<file path="config.mk">
export PLATFORM = sky130hd
export DESIGN_NAME = rtcc_core
export DESIGN_NICKNAME = d
export VERILOG_FILES = /design/src/rtcc_pkg.sv /design/src/rtcc_tick_if.sv /design/src/rtcc_bcd_step.sv /design/src/rtcc_core.sv /design/src/rtcc_prescaler.sv
export SDC_FILE = /design/constraint.sdc
export NUM_CORES = 1
export LEC_CHECK = 0
export BUFFER_PORTS_ARGS = -buffer_cell sky130_fd_sc_hd__buf_2
export CORE_ASPECT_RATIO = 0.8
export CORE_MARGIN = 2
export CORE_UTILIZATION = 40
export DETAILED_ROUTE_END_ITERATION = 12
export GPL_ROUTABILITY_DRIVEN = 0
export SETUP_SLACK_MARGIN = 0.15
export SLEW_MARGIN = 20
export SYNTH_ARGS = -nofsm -noshare
export SYNTH_HDL_FRONTEND = slang
export SYNTH_SLANG_ARGS = --single-unit
</file>
<file path="constraint.sdc">
create_clock -name clk_i -period 2.8 [get_ports clk_i]
set_input_delay 0 -clock clk_i [delete_from_list [all_inputs] [get_ports clk_i]]
set_output_delay 0 -clock clk_i [all_outputs]
set_load 0.02 [all_outputs]
</file>
<file path="src/rtcc_pkg.sv">
// Package: register map, field positions, reset values and timing counts
// for the real-time clock control and time counters.
// Assumes nothing of its surroundings; imported by rtcc_core, rtcc_prescaler and the testbench.
package rtcc_pkg;
    // -----------------------------------------------------------------
    // Register offsets
    // -----------------------------------------------------------------
    localparam logic [3:0] OFS_CTRL_ONE = 4'h0;
    localparam logic [3:0] OFS_CTRL_TWO = 4'h1;
    localparam logic [3:0] OFS_SECONDS = 4'h2;
    localparam logic [3:0] OFS_MINUTES = 4'h3;
    localparam logic [3:0] OFS_HOURS = 4'h4;
    localparam logic [3:0] OFS_DAYS = 4'h5;
    localparam logic [3:0] OFS_WEEKDAY = 4'h6;
    localparam logic [3:0] OFS_MONTH = 4'h7;
    localparam logic [3:0] OFS_YEAR = 4'h8;
    localparam logic [3:0] OFS_AUX_FIRST = 4'h9;
    // -----------------------------------------------------------------
    // Field positions
    // -----------------------------------------------------------------
    localparam int BIT_EXTERNAL_TEST_CLOCK_TEST = 7;
    localparam int BIT_STOP = 5;
    localparam int BIT_POR_OVR = 3;
    localparam int BIT_PULSE_SEL = 4;
    localparam int BIT_ALARM_FLAG = 3;
    localparam int BIT_TIMER_FLAG = 2;
    localparam int BIT_ALARM_IE = 1;
    localparam int BIT_TIMER_IE = 0;
    localparam int BIT_VLOW = 7;
    localparam int BIT_CENTURY = 7;
    // -----------------------------------------------------------------
    // Reset values
    // -----------------------------------------------------------------
    localparam logic [7:0] RST_CTRL_ONE = 8'h08;
    localparam logic [7:0] RST_AUX_HI = 8'h80;
    localparam logic [7:0] RST_CLOCK_OUTPUT = 8'h80;
    localparam logic [7:0] RST_TIMER_CTL = 8'h03;
    // -----------------------------------------------------------------
    // Counter limits (BCD)
    // -----------------------------------------------------------------
    localparam logic [7:0] BCD_59 = 8'h59;
    localparam logic [7:0] BCD_23 = 8'h23;
    localparam logic [7:0] BCD_99 = 8'h99;
    localparam logic [7:0] BCD_12 = 8'h12;
    localparam logic [7:0] BCD_06 = 8'h06;
    localparam logic [7:0] BCD_01 = 8'h01;
    localparam logic [7:0] BCD_00 = 8'h00;
    // -----------------------------------------------------------------
    // Timing: oscillator rate in Hz gives ticks per second
    // -----------------------------------------------------------------
    localparam int OSC_HZ = 32768;
    localparam int SEC_HZ = 1;
    localparam int OSC_DIV_DEFAULT = OSC_HZ / SEC_HZ;
endpackage

</file>
<file path="src/rtcc_tick_if.sv">
// Interface: oscillator ticks in, 1 Hz tick out, stop clear.
// Assumes one clock shared by both ends.
`timescale 1ns/10ps
`default_nettype none
interface rtcc_tick_if;
    logic osc_tick; // One pulse per oscillator period
    logic halt; // Clears the divider chain
    logic sec_tick; // One pulse per second
    modport div (input osc_tick, input halt, output sec_tick);
    modport core (output osc_tick, output halt, input sec_tick);
endinterface
`default_nettype wire

</file>
<file path="src/rtcc_bcd_step.sv">
// One BCD counter step: next value and wrap out of the last value.
// Assumes a valid BCD value at the input.
`timescale 1ns/10ps
`default_nettype none
module rtcc_bcd_step (
    input wire logic [7:0] in_i,
    input wire logic [7:0] last_i,
    input wire logic [7:0] first_i,
    output logic [7:0] next_o,
    output logic wrap_o
);
    // Wrap at last, carry units into tens at nine
    always_comb begin
        wrap_o = (in_i == last_i);
        if (wrap_o) begin
            next_o = first_i;
        end else if (in_i[3:0] >= 4'h9) begin
            next_o = {in_i[7:4] + 4'h1, 4'h0};
        end else begin
            next_o = {in_i[7:4], in_i[3:0] + 4'h1};
        end
    end
endmodule // rtcc_bcd_step
`default_nettype wire

</file>
<file path="src/rtcc_core.sv">
// Control, status and time counter registers of the real-time clock.
// Assumes an external serial-bus slave that marks transaction start and
// stop, loads the pointer and strobes byte reads and writes.
`timescale 1ns/10ps
`default_nettype none
module rtcc_core import rtcc_pkg::*; #(
    parameter int OSC_DIV = OSC_DIV_DEFAULT
) (
    input wire logic clk_i,
    input wire logic rst_i,
    input wire logic osc_stopped_i,
    input wire logic osc_tick_i,
    input wire logic bus_start_i,
    input wire logic bus_stop_i,
    input wire logic ptr_load_i,
    input wire logic [3:0] ptr_i,
    input wire logic wr_i,
    input wire logic [7:0] wdata_i,
    input wire logic rd_i,
    input wire logic alarm_event_i,
    input wire logic timer_event_i,
    input wire logic timer_pulse_i,
    input wire logic supply_low_i,
    output logic [7:0] rdata_o,
    output logic int_out_o,
    output logic int_oe_o,
    output logic por_override_o
);
    // -----------------------------------------------------------------
    // State
    // -----------------------------------------------------------------
    logic int_rst; // Internal reset
    logic external_clock_test_select; // Test clock mode, stored only
    logic stop; // Timekeeping halted
    logic por_override_enable; // Override facility armed
    logic interrupt_pulse_select; // Pulse mode for timer interrupt
    logic alarm_flag;
    logic timer_flag;
    logic alarm_irq_enable;
    logic timer_irq_enable;
    logic voltage_low_flag;
    logic [6:0] sec; // BCD seconds
    logic [6:0] minute; // BCD minutes
    logic [5:0] hour; // BCD hours
    logic [5:0] day; // BCD day of month
    logic [2:0] wday; // Weekday
    logic century;
    logic [4:0] month; // BCD month
    logic [7:0] year; // BCD year
    logic [7:0] aux [0:6]; // Alarm, clock-out and timer storage
    logic [3:0] ptr; // Register address pointer
    logic busy; // Bus transaction open
    logic pending; // Second missed during access
    logic step; // Advance the time this cycle
    logic irq; // Interrupt request level
    logic leap; // Year divisible by four
    logic [7:0] day_last; // Last day of current month
    logic [7:0] sec_n, min_n, hour_n, day_n, wday_n, mon_n, year_n;
    logic sec_w, min_w, hour_w, day_w, wday_w, mon_w, year_w;
    logic [7:0] rsel; // Read mux

    rtcc_tick_if tk ();

    assign int_rst = rst_i | osc_stopped_i;

    // -----------------------------------------------------------------
    // Divider to one-second tick
    // -----------------------------------------------------------------
    assign tk.osc_tick = osc_tick_i;
    assign tk.halt = stop | int_rst;
    rtcc_prescaler #(.DIV(OSC_DIV)) u_div (
        .clk_i(clk_i),
        .rst_i(int_rst),
        .tk(tk)
    );

    // -----------------------------------------------------------------
    // Control one
    // -----------------------------------------------------------------
    // Reserved bits are not stored; host keeps them zero
    always_ff @(posedge clk_i) begin
        if (int_rst) begin
            external_clock_test_select <= RST_CTRL_ONE[BIT_EXTERNAL_TEST_CLOCK_TEST];
            stop <= RST_CTRL_ONE[BIT_STOP];
            por_override_enable <= RST_CTRL_ONE[BIT_POR_OVR];
        end else if (wr_i && ptr == OFS_CTRL_ONE) begin
            external_clock_test_select <= wdata_i[BIT_EXTERNAL_TEST_CLOCK_TEST];
            stop <= wdata_i[BIT_STOP];
            por_override_enable <= wdata_i[BIT_POR_OVR];
        end
    end

    // -----------------------------------------------------------------
    // Control two: enables and pulse select
    // -----------------------------------------------------------------
    always_ff @(posedge clk_i) begin
        if (int_rst) begin
            interrupt_pulse_select <= 1'b0;
            alarm_irq_enable <= 1'b0;
            timer_irq_enable <= 1'b0;
        end else if (wr_i && ptr == OFS_CTRL_TWO) begin
            interrupt_pulse_select <= wdata_i[BIT_PULSE_SEL];
            alarm_irq_enable <= wdata_i[BIT_ALARM_IE];
            timer_irq_enable <= wdata_i[BIT_TIMER_IE];
        end
    end

    // Flags: event sets, written zero clears, set wins
    always_ff @(posedge clk_i) begin
        if (int_rst) begin
            alarm_flag <= 1'b0;
            timer_flag <= 1'b0;
        end else begin
            if (alarm_event_i) begin
                alarm_flag <= 1'b1;
            end else if (wr_i && ptr == OFS_CTRL_TWO && !wdata_i[BIT_ALARM_FLAG]) begin
                alarm_flag <= 1'b0;
            end
            if (timer_event_i) begin
                timer_flag <= 1'b1;
            end else if (wr_i && ptr == OFS_CTRL_TWO && !wdata_i[BIT_TIMER_FLAG]) begin
                timer_flag <= 1'b0;
            end
        end
    end

    // -----------------------------------------------------------------
    // Interrupt pin, open drain: drive low when requested
    // -----------------------------------------------------------------
    always_comb begin
        irq = alarm_flag && alarm_irq_enable;
        if (timer_irq_enable) begin
            if (interrupt_pulse_select) begin
                irq = irq || timer_pulse_i;
            end else begin
                irq = irq || timer_flag;
            end
        end
    end

    always_ff @(posedge clk_i) begin
        if (int_rst) begin
            int_oe_o <= 1'b0;
            int_out_o <= 1'b0;
            por_override_o <= RST_CTRL_ONE[BIT_POR_OVR];
        end else begin
            int_oe_o <= irq;
            int_out_o <= 1'b0;
            por_override_o <= por_override_enable;
        end
    end

    // -----------------------------------------------------------------
    // Bus access: pointer, freeze and missed second
    // -----------------------------------------------------------------
    always_ff @(posedge clk_i) begin
        if (int_rst) begin
            ptr <= 4'h0;
        end else if (ptr_load_i) begin
            ptr <= ptr_i;
        end else if (wr_i || rd_i) begin
            ptr <= ptr + 4'h1;
        end
    end

    always_ff @(posedge clk_i) begin
        if (int_rst) begin
            busy <= 1'b0;
        end else if (bus_start_i) begin
            busy <= 1'b1;
        end else if (bus_stop_i) begin
            busy <= 1'b0;
        end
    end

    // Remember a tick while frozen; a tick on the catch-up cycle stays
    always_ff @(posedge clk_i) begin
        if (int_rst) begin
            pending <= 1'b0;
        end else if (busy) begin
            pending <= pending | tk.sec_tick;
        end else begin
            pending <= pending & tk.sec_tick;
        end
    end

    assign step = (tk.sec_tick | pending) & ~busy & ~stop;

    // -----------------------------------------------------------------
    // Calendar chain
    // -----------------------------------------------------------------
    assign leap = ~year[0] & ~(year[1] ^ year[4]);

    always_comb begin
        if (month == 5'h02) begin
            day_last = leap ? 8'h29 : 8'h28;
        end else if (month == 5'h04 || month == 5'h06 || month == 5'h09 || month == 5'h11) begin
            day_last = 8'h30;
        end else begin
            day_last = 8'h31;
        end
    end

    rtcc_bcd_step u_sec (.in_i({1'b0, sec}), .last_i(BCD_59), .first_i(BCD_00),
        .next_o(sec_n), .wrap_o(sec_w));
    rtcc_bcd_step u_min (.in_i({1'b0, minute}), .last_i(BCD_59), .first_i(BCD_00),
        .next_o(min_n), .wrap_o(min_w));
    rtcc_bcd_step u_hour (.in_i({2'b00, hour}), .last_i(BCD_23), .first_i(BCD_00),
        .next_o(hour_n), .wrap_o(hour_w));
    rtcc_bcd_step u_day (.in_i({2'b00, day}), .last_i(day_last), .first_i(BCD_01),
        .next_o(day_n), .wrap_o(day_w));
    rtcc_bcd_step u_wday (.in_i({5'b00000, wday}), .last_i(BCD_06), .first_i(BCD_00),
        .next_o(wday_n), .wrap_o(wday_w));
    rtcc_bcd_step u_mon (.in_i({3'b000, month}), .last_i(BCD_12), .first_i(BCD_01),
        .next_o(mon_n), .wrap_o(mon_w));
    rtcc_bcd_step u_year (.in_i(year), .last_i(BCD_99), .first_i(BCD_00),
        .next_o(year_n), .wrap_o(year_w));

    // Time fields carry no reset; host writes win over the tick
    always_ff @(posedge clk_i) begin
        if (wr_i && !int_rst) begin
            unique case (ptr)
                OFS_SECONDS: sec <= wdata_i[6:0];
                OFS_MINUTES: minute <= wdata_i[6:0];
                OFS_HOURS: hour <= wdata_i[5:0];
                OFS_DAYS: day <= wdata_i[5:0];
                OFS_WEEKDAY: wday <= wdata_i[2:0];
                OFS_MONTH: begin
                    century <= wdata_i[BIT_CENTURY];
                    month <= wdata_i[4:0];
                end
                OFS_YEAR: year <= wdata_i;
                default: ;
            endcase
        end else if (step) begin
            sec <= sec_n[6:0];
            if (sec_w) begin
                minute <= min_n[6:0];
            end
            if (sec_w && min_w) begin
                hour <= hour_n[5:0];
            end
            if (sec_w && min_w && hour_w) begin
                day <= day_n[5:0];
                wday <= wday_n[2:0];
            end
            if (sec_w && min_w && hour_w && day_w) begin
                month <= mon_n[4:0];
            end
            if (sec_w && min_w && hour_w && day_w && mon_w) begin
                year <= year_n;
                century <= century ^ year_w;
            end
        end
    end

    // Voltage-low flag: set at start-up and on low supply, set wins
    always_ff @(posedge clk_i) begin
        if (int_rst || supply_low_i) begin
            voltage_low_flag <= 1'b1;
        end else if (wr_i && ptr == OFS_SECONDS) begin
            voltage_low_flag <= wdata_i[BIT_VLOW];
        end
    end

    // -----------------------------------------------------------------
    // Alarm, clock-out and timer storage: only defined bits reset
    // -----------------------------------------------------------------
    always_ff @(posedge clk_i) begin
        if (int_rst) begin
            for (int i = 0; i < 4; i++) begin
                aux[i][7] <= RST_AUX_HI[7];
            end
            aux[4][7] <= RST_CLOCK_OUTPUT[7];
            aux[4][1:0] <= RST_CLOCK_OUTPUT[1:0];
            aux[5][7] <= RST_TIMER_CTL[7];
            aux[5][1:0] <= RST_TIMER_CTL[1:0];
        end else if (wr_i && ptr >= OFS_AUX_FIRST) begin
            aux[3'(ptr - OFS_AUX_FIRST)] <= wdata_i;
        end
    end

    // -----------------------------------------------------------------
    // Read path
    // -----------------------------------------------------------------
    always_comb begin
        unique case (ptr)
            OFS_CTRL_ONE: rsel = {external_clock_test_select, 1'b0, stop, 1'b0,
                por_override_enable, 3'b000};
            OFS_CTRL_TWO: rsel = {3'b000, interrupt_pulse_select, alarm_flag,
                timer_flag, alarm_irq_enable, timer_irq_enable};
            OFS_SECONDS: rsel = {voltage_low_flag, sec};
            OFS_MINUTES: rsel = {1'b0, minute};
            OFS_HOURS: rsel = {2'b00, hour};
            OFS_DAYS: rsel = {2'b00, day};
            OFS_WEEKDAY: rsel = {5'b00000, wday};
            OFS_MONTH: rsel = {century, 2'b00, month};
            OFS_YEAR: rsel = year;
            default: rsel = aux[3'(ptr - OFS_AUX_FIRST)];
        endcase
    end

    always_ff @(posedge clk_i) begin
        if (int_rst) begin
            rdata_o <= 8'h00;
        end else if (rd_i) begin
            rdata_o <= rsel;
        end
    end
endmodule // rtcc_core
`default_nettype wire

</file>
<file path="src/rtcc_prescaler.sv">
// Divider from oscillator ticks to a one-second tick.
// Assumes osc_tick pulses are synchronous to clk_i.
`timescale 1ns/10ps
`default_nettype none
module rtcc_prescaler import rtcc_pkg::*; #(
    parameter int DIV = OSC_DIV_DEFAULT
) (
    input wire logic clk_i,
    input wire logic rst_i,
    rtcc_tick_if.div tk
);
    // -----------------------------------------------------------------
    // Divider chain
    // -----------------------------------------------------------------
    logic [$clog2(DIV)-1:0] cnt; // Ticks within the second
    localparam logic [$clog2(DIV)-1:0] CNT_LAST = ($clog2(DIV))'(DIV - 1);

    // Count ticks; halt clears the whole chain
    always_ff @(posedge clk_i) begin
        if (rst_i || tk.halt) begin
            cnt <= '0;
            tk.sec_tick <= 1'b0;
        end else begin
            tk.sec_tick <= tk.osc_tick && (cnt == CNT_LAST);
            if (tk.osc_tick) begin
                cnt <= (cnt == CNT_LAST) ? '0 : cnt + 1'b1;
            end
        end
    end
endmodule // rtcc_prescaler
`default_nettype wire

</file>
-- After elaboration in Yosys (flattened, before gate mapping)
Memory sizes are Yosys's and may differ from the RTL's.
Cells that the tools add are included.
- bits in registers: 84
- memory bits (writable): 56
- input bits: 25
- output and inout bits: 11
- word-level logic and storage cells: 222
- memories kept: 1
- memories (memory ; depth ; width ; read ports ; clocked after memory_dff ; write ports ; line ; source):
    aux ; 7 ; 8 ; 1 ; 0 ; 6 ; rtcc_core.sv:50 ; logic [7:0] aux [0:6];
- add/sub/neg operators: 16
- magnitude comparators: 8
- equality and inequality tests: 28
- mux-type cells: 69
- bitwise operators: 13
- reductions and logical operators: 56
- operator list (operator ; number):
    $mux 7 ; 11
    $mux 6 ; 12
    $pmux 8 s9 ; 1
    $mux 8 ; 7
    $mux 5 ; 7
    $add 4x1->4 const B ; 8
    $ge 4x4->1 const B ; 7
    $reduce_and 3->1 ; 8
    $mux 3 ; 7
    $mux 1 ; 20
    $reduce_and 4->1 ; 5
    $reduce_bool 2->1 ; 10
    $reduce_bool 3->1 ; 6
    $eq 4x3->1 const B ; 4
    $add 15x1->15 const B ; 1
    $eq 15x15->1 const B ; 1
    $mux 15 ; 1
    $eq 7x7->1 const B ; 2
    $ne 2x1->1 const B ; 7
    $logic_and 1x1->1 ; 13
    $eq 5x3->1 const B ; 2
    $eq 5x5->1 const B ; 2
    $add 3x1->3 const B ; 3
    $eq 4x2->1 const B ; 2
    other kinds (23) ; 43

-- Logic depth before layout (Yosys ltp)
Gate-level depths: netlist (run 1).
- depth after elaboration: 12
- depth in mapped cells: 10
- depth with buffers taken out: 7

-- Cells and area by module
A second synthesis (run 1) with hierarchy kept.
- cells, all modules: 847
- area, all modules: 9587.9 sq um
- by module, submodules not included (module ; times used ; cells an instance ; area each (sq um)):
    rtcc_core ; 1 ; 474 ; 6028.3
    rtcc_bcd_step ; 7 ; 42 ; 405.4
    rtcc_prescaler ; 1 ; 79 ; 721.9

-- Worst setup path before layout (run 1)
Ideal clock, no wire load.
- path kind: register -> register
- start point: reg ptr[0]
- end point: mem aux[3][0], enable pin
- library setup time: 0.397 ns
- arrival: 2.446 ns
- required time: 2.403 ns
- path slack: -0.043 ns
- cell stages (with the launch flop): 8
- clock period less this slack: 2.843 ns
- cell sequence: dfxtp_1 buf_2 buf_4 inv_1 ha_1 clkbuf_1 buf_2 nor4_1
- RTL lines (element ; line ; source):
    start: declaration ; rtcc_core.sv:51 ; logic [3:0] ptr;
    start signal: assignment ; rtcc_core.sv:160 ; ptr <= ptr_i;
    start signal: assignment ; rtcc_core.sv:162 ; ptr <= ptr + 4'h1;
    end: declaration ; rtcc_core.sv:50 ;

-- Worst setup path in the final report (run 1)
- start point: reg month[0]
- end point: reg day[5], enable pin
- longest elaborated chain between the ends: 9
- elaborated cells between the ends (all ways): 13
- those cells by class: eq/ne (6); mux (2); reduce/logical (5)
- ends and longest elaborated chain (element ; line ; source):
    start: declaration ; rtcc_core.sv:48 ; logic [4:0] month;
    start signal: assignment ; rtcc_core.sv:230 ; month <= wdata_i[4:0];
    start signal: assignment ; rtcc_core.sv:248 ; month <= mon_n[4:0];
    $eq 5x3->1 ; rtcc_core.sv:197 ; end else if (month == 5'h04 || month == 5'h06 || month == 5'h09 || month == 5'h11) begin
    $logic_or 1x1->1 (3 in a row) ; rtcc_core.sv:197 ;
    $mux 1 ; rtcc_core.sv:197 ;
    $mux 5 (*) ; rtcc_core.sv:195 ; if (month == 5'h02) begin
    $eq 6x6->1 (*) ; rtcc_bcd_step.sv:14 ; wrap_o = (in_i == last_i);
    $reduce_bool 3->1 (no line) (*) ; n/a ;
    $reduce_and 4->1 (no line) (*) ; n/a ;
    end signal: assignment ; rtcc_core.sv:226 ; OFS_DAYS: day <= wdata_i[5:0];
    end signal: assignment ; rtcc_core.sv:244 ; day <= day_n[5:0];
    end: declaration ; rtcc_core.sv:45 ; logic [5:0] day;
Mark *: on every way between the ends. The rest lies on a longest branch, timed or not.
A chain may end at the register's enable or synchronous reset.

==> impl_metrics.toml, run 1 <==
[sta]
setup_violations = 0
rsz0062_at_grt = "no"
worst_pin_slew_ns = 0.749
period_minus_slack_ns = 2.54
maxSlewHeadroom = 0.496
fmax_mhz = 394
final_max_slew_viol_count = 0
finalHoldViolations = 0
finClkSkew_ns = 0.00638
period_share = 0.907
whs_ns = 0.0773

[detailed_routing]
dr.pass1.iters = 5
vias = 5756
antenna_left = 0
vias_per_cell = 5.63
drt_iter0_drc = 605
drt_wl_total_mm = 20.0
wl_per_cell_um = 19.5
drc = 0

[setup_path]
worst_path_max_delay_cell = "or4b_4"
endpoint_kind = "register"
start_kind = "register"
path_max_fanout = 6
cp.arrival_ns = 2.63
crit_path_cell_trace = "inv_1 > ha_1 > nor4b_4 > mux2i_1 > or4b_4 > and2_4 > a22oi_1"
path_class = "register to register"
cp.required_ns = 2.89
cpPeakStageDelay_ns = 0.49

[synthesis]
synth_top_area_frac = 0.407
synth-edff-count = 102
async_flop_share = 0
syn-cell-area_um2 = 7520
syn_avg_cell_area_um2 = 11.1
synth-main-ff-cell = "edfxtp_1"
yosys-top-cells-count = "102 x edfxtp_1, 55 x o21ai_0, 49 x nor2_1"
ys_top_cells_by_area = "edfxtp_1 41%, dfxtp_1 12%, ha_1 5.3%"
ys_ff_latch = 148
synth_most_common_cell = "edfxtp_1"
yosysSeqAreaShare = 0.530
syn_nets = 733
syn_inst = 676
synth.distinct_cells = 61
yosys.area.top_type = "edfxtp_1"
yosys_warnings = 0

[floorplanning]
io_pins = 36
die_area_um2 = 19900
coreArea_um2 = 18300
start_util = 0.412
num_rows = 44
dieWidth_um = 157
die_h_um = 127

[final_layout]
area_delta_synth_final_pct = 20.3
nets = 813
final_cell_count_no_fill = 1022
final_layout_size_suffix_gt1_frac = 0.160

[clock_network]
clkSinkCount = 148
cts_buffer_depth = 2
clock-root-buffer = "clkbuf_16"
insertion_delay_ns = 0.42
tritoncts = "yes"
htreeDepth = 4
clkTransAtPathRegs_ns = 0.06
cts_inserted_buffers = 17

[min_path]
hold_path.class = "input pin to register"

[placement]
portBuffers = 34
place_inst = 963
dpl.hpwl_mm = 14.2

[global_routing]
first_global_vias = 5542
grt_max_degree = 24
gr-total-overflow = 0
antenna_found_initial = 3
grt_pass1_wl_mm = 31.4
grt_usage = 0.209

[power]
swShare = 0.222
peakVddDrop_v = 0.000385
internal_power_w = 0.00408
switchingPower_w = 0.00116
p_clk_frac = 0.480
seq_power_share = 0.450
p_leak_nw = 3.33
p_comb_frac = 0.071
powerDensity_nw_per_um2 = 580

[job]
maxCapViolCount = 0

[outcome]
status = "finished clean"
[through the flow]
stage	setup WS, ns	utilization	instance area, µm²	setup TNS (ns)	total power [W]
finish	0.261	0.495	9050	0	0.00524
global placement	0.226	0.443	8100	0	0.00273
CTS	0.191	0.494	9030	0	0.00528
detailed placement	0.0880	0.443	8100	0	0.00274
global route	0.157	0.495	9050	0	0.00542
floorplan	-0.0430	-	7530	-0.498	0.00261
[sequential cells by signal (all words and copies together) (netlist names), 6 cells and up]
name / cells
rdata_o: 8
sec: 7
aux: 64
u_div.cnt: 15
minute: 7
day: 6
hour: 6
year: 8
[logic make-up after synthesis]
logic type               share of synthesized area
other                                     0.000499
XOR/XNOR                                    0.0432
AO/OA/AOI/OAI                                0.127
flip-flops                                   0.530
buffers and inverters                       0.0351
AND/OR/NAND/NOR                              0.142
adder cells (fa/ha/maj)                     0.0532
multiplexers                                0.0699
[power by group through the flow]
stage	combinational [W]	clock (W)	sequential (W)
after floorplan	0.000207	0	0.00241
after global placement	0.000329	0	0.00241
after detailed placement	0.000334	0	0.00241
after CTS	0.000365	0.00255	0.00236
after global routing	0.000397	0.00266	0.00236
final	0.000370	0.00252	0.00236
[area by class of cell]
type                       instances  area (µm²)
timing repair buffer              91         666
clock buffer                      17         425
multi-input combinational        468        3320
inverter                          30         113
fill                            1664        9230
antenna                            1        2.50
clock inverter                    14         221
tap                              253         317
sequential                       148        3980
[layer usage]
layer / up-vias / routed length (µm) / global-route usage
met3: 18 / 1750 / 0.0567
met2: 221 / 8740 / 0.303
met5: - / 0 / 0
met4: 0 / 184 / 0.0535
met1: 2840 / 9280 / 0.309
li1: 2677 / - / -
[worst max-delay path: cells and delay by family, from the launching register on]
family                   cells  cell delay [ns]
adder cells (fa/ha/maj)      1             0.20
multiplexers                 1             0.27
flip-flops                   1             0.39
AO/OA/AOI/OAI                1             0.29
buffers and inverters        1             0.10
AND/OR/NAND/NOR              3             0.96
[final timing paths]
path	startpoint	end	slack (ns)	cells past startpoint
setup reg to reg	month[0]$_DFFE_PP_	day[5]$_DFFE_PP_	0.26	7
hold reg to reg	pending$_SDFF_PP0_	pending$_SDFF_PP0_	0.48	2
hold / removal	timer_pulse_i	int_oe_o$_SDFF_PP0_	0.08	4
setup / recovery	month[0]$_DFFE_PP_	day[5]$_DFFE_PP_	0.26	7
[what timing repair did]
item | in CTS | in global routing
setup buffers | 0 | 0
hold buffers | 27 | 0
hold endpoints to repair | 75 | 0
gates resized for setup | 2 | 3
endpoints found under the setup margin | 8 | 16
pin swaps | 0 | 2
[layout by cell type (no fill, tap or decap), drive strengths merged, types with 23 or more instances in the layout]
cell / n
a21oi: 23
mux2i: 30
edfxtp: 102
dfxtp: 46
nor2: 49
dlygate4sd3: 27
ha: 32
inv: 35
o21ai: 55
nand3: 28
nand2: 40
buf: 64
No activity file was read; power rests on OpenSTA's default activity.
==> run 2: changes to the inputs <==
--- a/config.mk
+++ b/config.mk
@@ -5,10 +5,12 @@
 export SDC_FILE = /design/constraint.sdc
 export NUM_CORES = 1
 export LEC_CHECK = 0
+export ABC_AREA = 1
 export BUFFER_PORTS_ARGS = -buffer_cell sky130_fd_sc_hd__buf_2
 export CORE_ASPECT_RATIO = 0.8
 export CORE_MARGIN = 2
 export CORE_UTILIZATION = 40
+export CTS_CLUSTER_DIAMETER = 80
 export DETAILED_ROUTE_END_ITERATION = 12
 export GPL_ROUTABILITY_DRIVEN = 0
 export SETUP_SLACK_MARGIN = 0.15
==> constraint.sdc (replaced) <==
create_clock -name clk_i -period 3.1 [get_ports clk_i]
set_input_delay 0 -clock clk_i [delete_from_list [all_inputs] [get_ports clk_i]]
set_output_delay 0 -clock clk_i [all_outputs]
set_load 0.02 [all_outputs]
==> run 2 against run 1 <==
Compared with the run above: sequential share of layout area shrank 1.9 points; utilization shrank 1.9 points; combinational power grew 2%; power shrank 6.8%; worst hold slack lost 0.054 ns; cell area grew 4.4%; critical endpoint is now ptr[2]$_SDFFE_PP0P_; first-iteration DRC count grew 2.1%; critical path type is now input pin to register; area after synthesis grew 7.9%; clock skew grew 0.0019 ns; critical path depth grew 1; non-clock buffer count shrank 22.
==> impl_metrics.toml, run 2 <==
[outcome]
status = "finished clean"

[final_layout]
final_layout_size_suffix_gt1_frac = 0.129
final_cell_count_no_fill = 1306
final_cell_area_um2 = 9450
nets = 1086
final_cell_mix = "298 x nand2_1, 102 x edfxtp_1, 100 x inv_1"
mostFrequentLayoutCell = "nand2_1"
largest_register = "aux"
largest_reg_flops = 64
area_delta_synth_final_pct = 16.4
top_regs = "aux x64, u_div.cnt x15"
diodes = 0

[detailed_routing]
vias_per_cell = 5.06
dr.pass1.iters = 5
drt_wl_total_mm = 21.2
antenna_left = 0
drt_iter0_drc = 618
drc = 0
vias = 6608
wl_per_cell_um = 16.2

[sta]
fmax_mhz = 365
worst_pin_slew_ns = 0.681
setup_violations = 0
finClkSkew_ns = 0.00825
period_minus_slack_ns = 2.74
rsz0062_at_grt = "no"
final_max_slew_viol_count = 0
finalHoldViolations = 0
maxSlewHeadroom = 0.545
fin_tns_setup_ns = 0
period_share = 0.885

[setup_path]
endpoint_kind = "register"
start_kind = "input pin"
crit_path_cell_trace = "dlygate4sd3_1 > buf_2 > nor2_4 > dlygate4sd3_1 > o21ai_0 > dlygate4sd3_1 > a21oi_1 > dlygate4sd3_1"
rr_worst_depth = 8
r2r_end = "voltage_low_flag$_SDFFE_PP1P_"
cp.arrival_ns = 3.12
cpPeakStageDelay_ns = 0.83
cp.required_ns = 3.47
worstSetupStartpoint = "rst_i"
path_max_fanout = 6
path_class = "input pin to register"
endpoint = "ptr[2]$_SDFFE_PP0P_"
worst_path_max_delay_cell = "dlygate4sd3_1"
regToRegSetupSlack_ns = 0.69
cpMostUsedCell = "dlygate4sd3_1"
regToRegStartpoint = "ptr[0]$_SDFFE_PP0P_"

[min_path]
hold_path.class = "input pin to register"
hold-path-cell-count = 4

[floorplanning]
die_h_um = 131
io_pins = 36
start_util = 0.409
num_rows = 46
dieWidth_um = 163
die_area_um2 = 21500
coreArea_um2 = 19900

[placement]
portBuffers = 34
placed_area_um2 = 8500
dpl.hpwl_mm = 14.8
place_inst = 1245

[synthesis]
synth.distinct_cells = 42
yosys_warnings = 0
ys_top_cells_by_area = "edfxtp_1 38%, nand2_1 14%, dfxtp_1 11%"
synth_most_common_cell = "nand2_1"
syn_inst = 966
yosys.area.top_type = "edfxtp_1"
synth-edff-count = 102
syn-cell-area_um2 = 8120
syn_nets = 1023
synth_top_area_frac = 0.377
ys_ff_latch = 148
yosys-top-cells-count = "298 x nand2_1, 102 x edfxtp_1, 100 x inv_1"
syn_avg_cell_area_um2 = 8.40
async_flop_share = 0
synth-main-ff-cell = "edfxtp_1"
yosysSeqAreaShare = 0.491

[global_routing]
grt_pass1_wl_mm = 34.0
antenna_found_initial = 1
grt_usage = 0.208
grt_max_degree = 38
gr-total-overflow = 0
first_global_vias = 6196

[clock_network]
clkSinkCount = 148
cts_inserted_buffers = 17
cts_resized = 0
clkTransAtPathRegs_ns = 0.06
insertion_delay_ns = 0.43
htreeDepth = 4
tritoncts = "yes"
clock-root-buffer = "clkbuf_16"
cts_buffer_depth = 2
post_cts.repair.setup_buffers = 0

[job]
maxCapViolCount = 0

[power]
total_power_w = 0.00489
peakVddDrop_v = 0.000337
p_leak_nw = 4.08
powerDensity_nw_per_um2 = 517
run 2: cell count changes after synthesis, moves of 13 or more:
| cell | previous run | this run |
|---|---|---|
| nand3_1 | 28 | 50 |
| nand2_1 | 40 | 298 |
| clkbuf_1 | 14 | 1 |
| inv_2 | 0 | 14 |
| inv_1 | 30 | 100 |
| nand4_1 | 8 | 25 |
| mux2i_1 | 30 | 0 |
| nor2_1 | 49 | 86 |
| o21ai_0 | 55 | 33 |
| a21oi_1 | 22 | 37 |
run 2: cells by family after synthesis:
family | share of synthesized area
buffers and inverters | 0.0735
AND/OR/NAND/NOR | 0.287
other | 0.000462
XOR/XNOR | 0.0248
AO/OA/AOI/OAI | 0.0739
adder cells (fa/ha/maj) | 0.0493
flip-flops | 0.491
run 2: per-stage QoR:
step | utilization | hold WS, ns | setup WS [ns]
final | 0.476 | 0.0236 | 0.358
after CTS | 0.476 | 0.0105 | 0.446
after global routing | 0.476 | 0.0367 | 0.253
after global placement | 0.428 | 0.210 | 0.827
after detailed placement | 0.428 | 0.216 | 0.771
after floorplan | - | 0.0989 | 0.646
run 2: worst min path at each step:
stage,start,endpoint
2_1_floorplan,wdata_i[0],aux[0][0]$_DFFE_PP_
3_3_place_gp,bus_start_i,busy$_SDFFE_PP0P_
3_5_place_dp,bus_start_i,busy$_SDFFE_PP0P_
4_1_cts,ptr_load_i,ptr[3]$_SDFFE_PP0P_
5_1_grt,osc_stopped_i,aux[5][1]$_SDFFCE_PN1P_
6_report,rd_i,rdata_o[0]$_SDFFE_PP0P_
run 2: critical path: cells and delay by family:
kind / cells / cell delay, ns
AOI/OAI and AO/OA: 2 / 0.29
buffers and inverters: 5 / 2.64
and+or+nand+nor: 1 / 0.19
run 2: layout make-up:
class / instances / area, µm²
fill: 1925 / 10400
sequential: 148 / 3980
multi-input combinational: 678 / 3530
timing repair buffer: 69 / 505
clock buffer: 20 / 437
inverter: 115 / 432
tap: 264 / 330
clock inverter: 12 / 226
run 2: routing by layer:
metal	GRT usage	up-vias	routed length, µm	share of wire
li1	-	3289	-	-
met1	0.319	3066	10400	0.49
met2	0.291	236	8860	0.42
met3	0.0477	17	1670	0.079
met4	0.0536	0	248	0.012
met5	0	-	0	0
run 2: timing repair:
item / 4_1_cts / 5_1_grt
endpoints found under the hold margin: 75 / 0
setup endpoints to repair: 0 / 0
hold buffers: 29 / 0
run 2: where the power goes:
part | internal (W) | leakage (nW) | switching [W]
clock network | 0.00152 | 0.317 | 0.000855
logic | 0.000119 | 2.47 | 0.000258
registers | 0.00212 | 1.30 | 0.0000175
total | 0.00376 | 4.08 | 0.00113
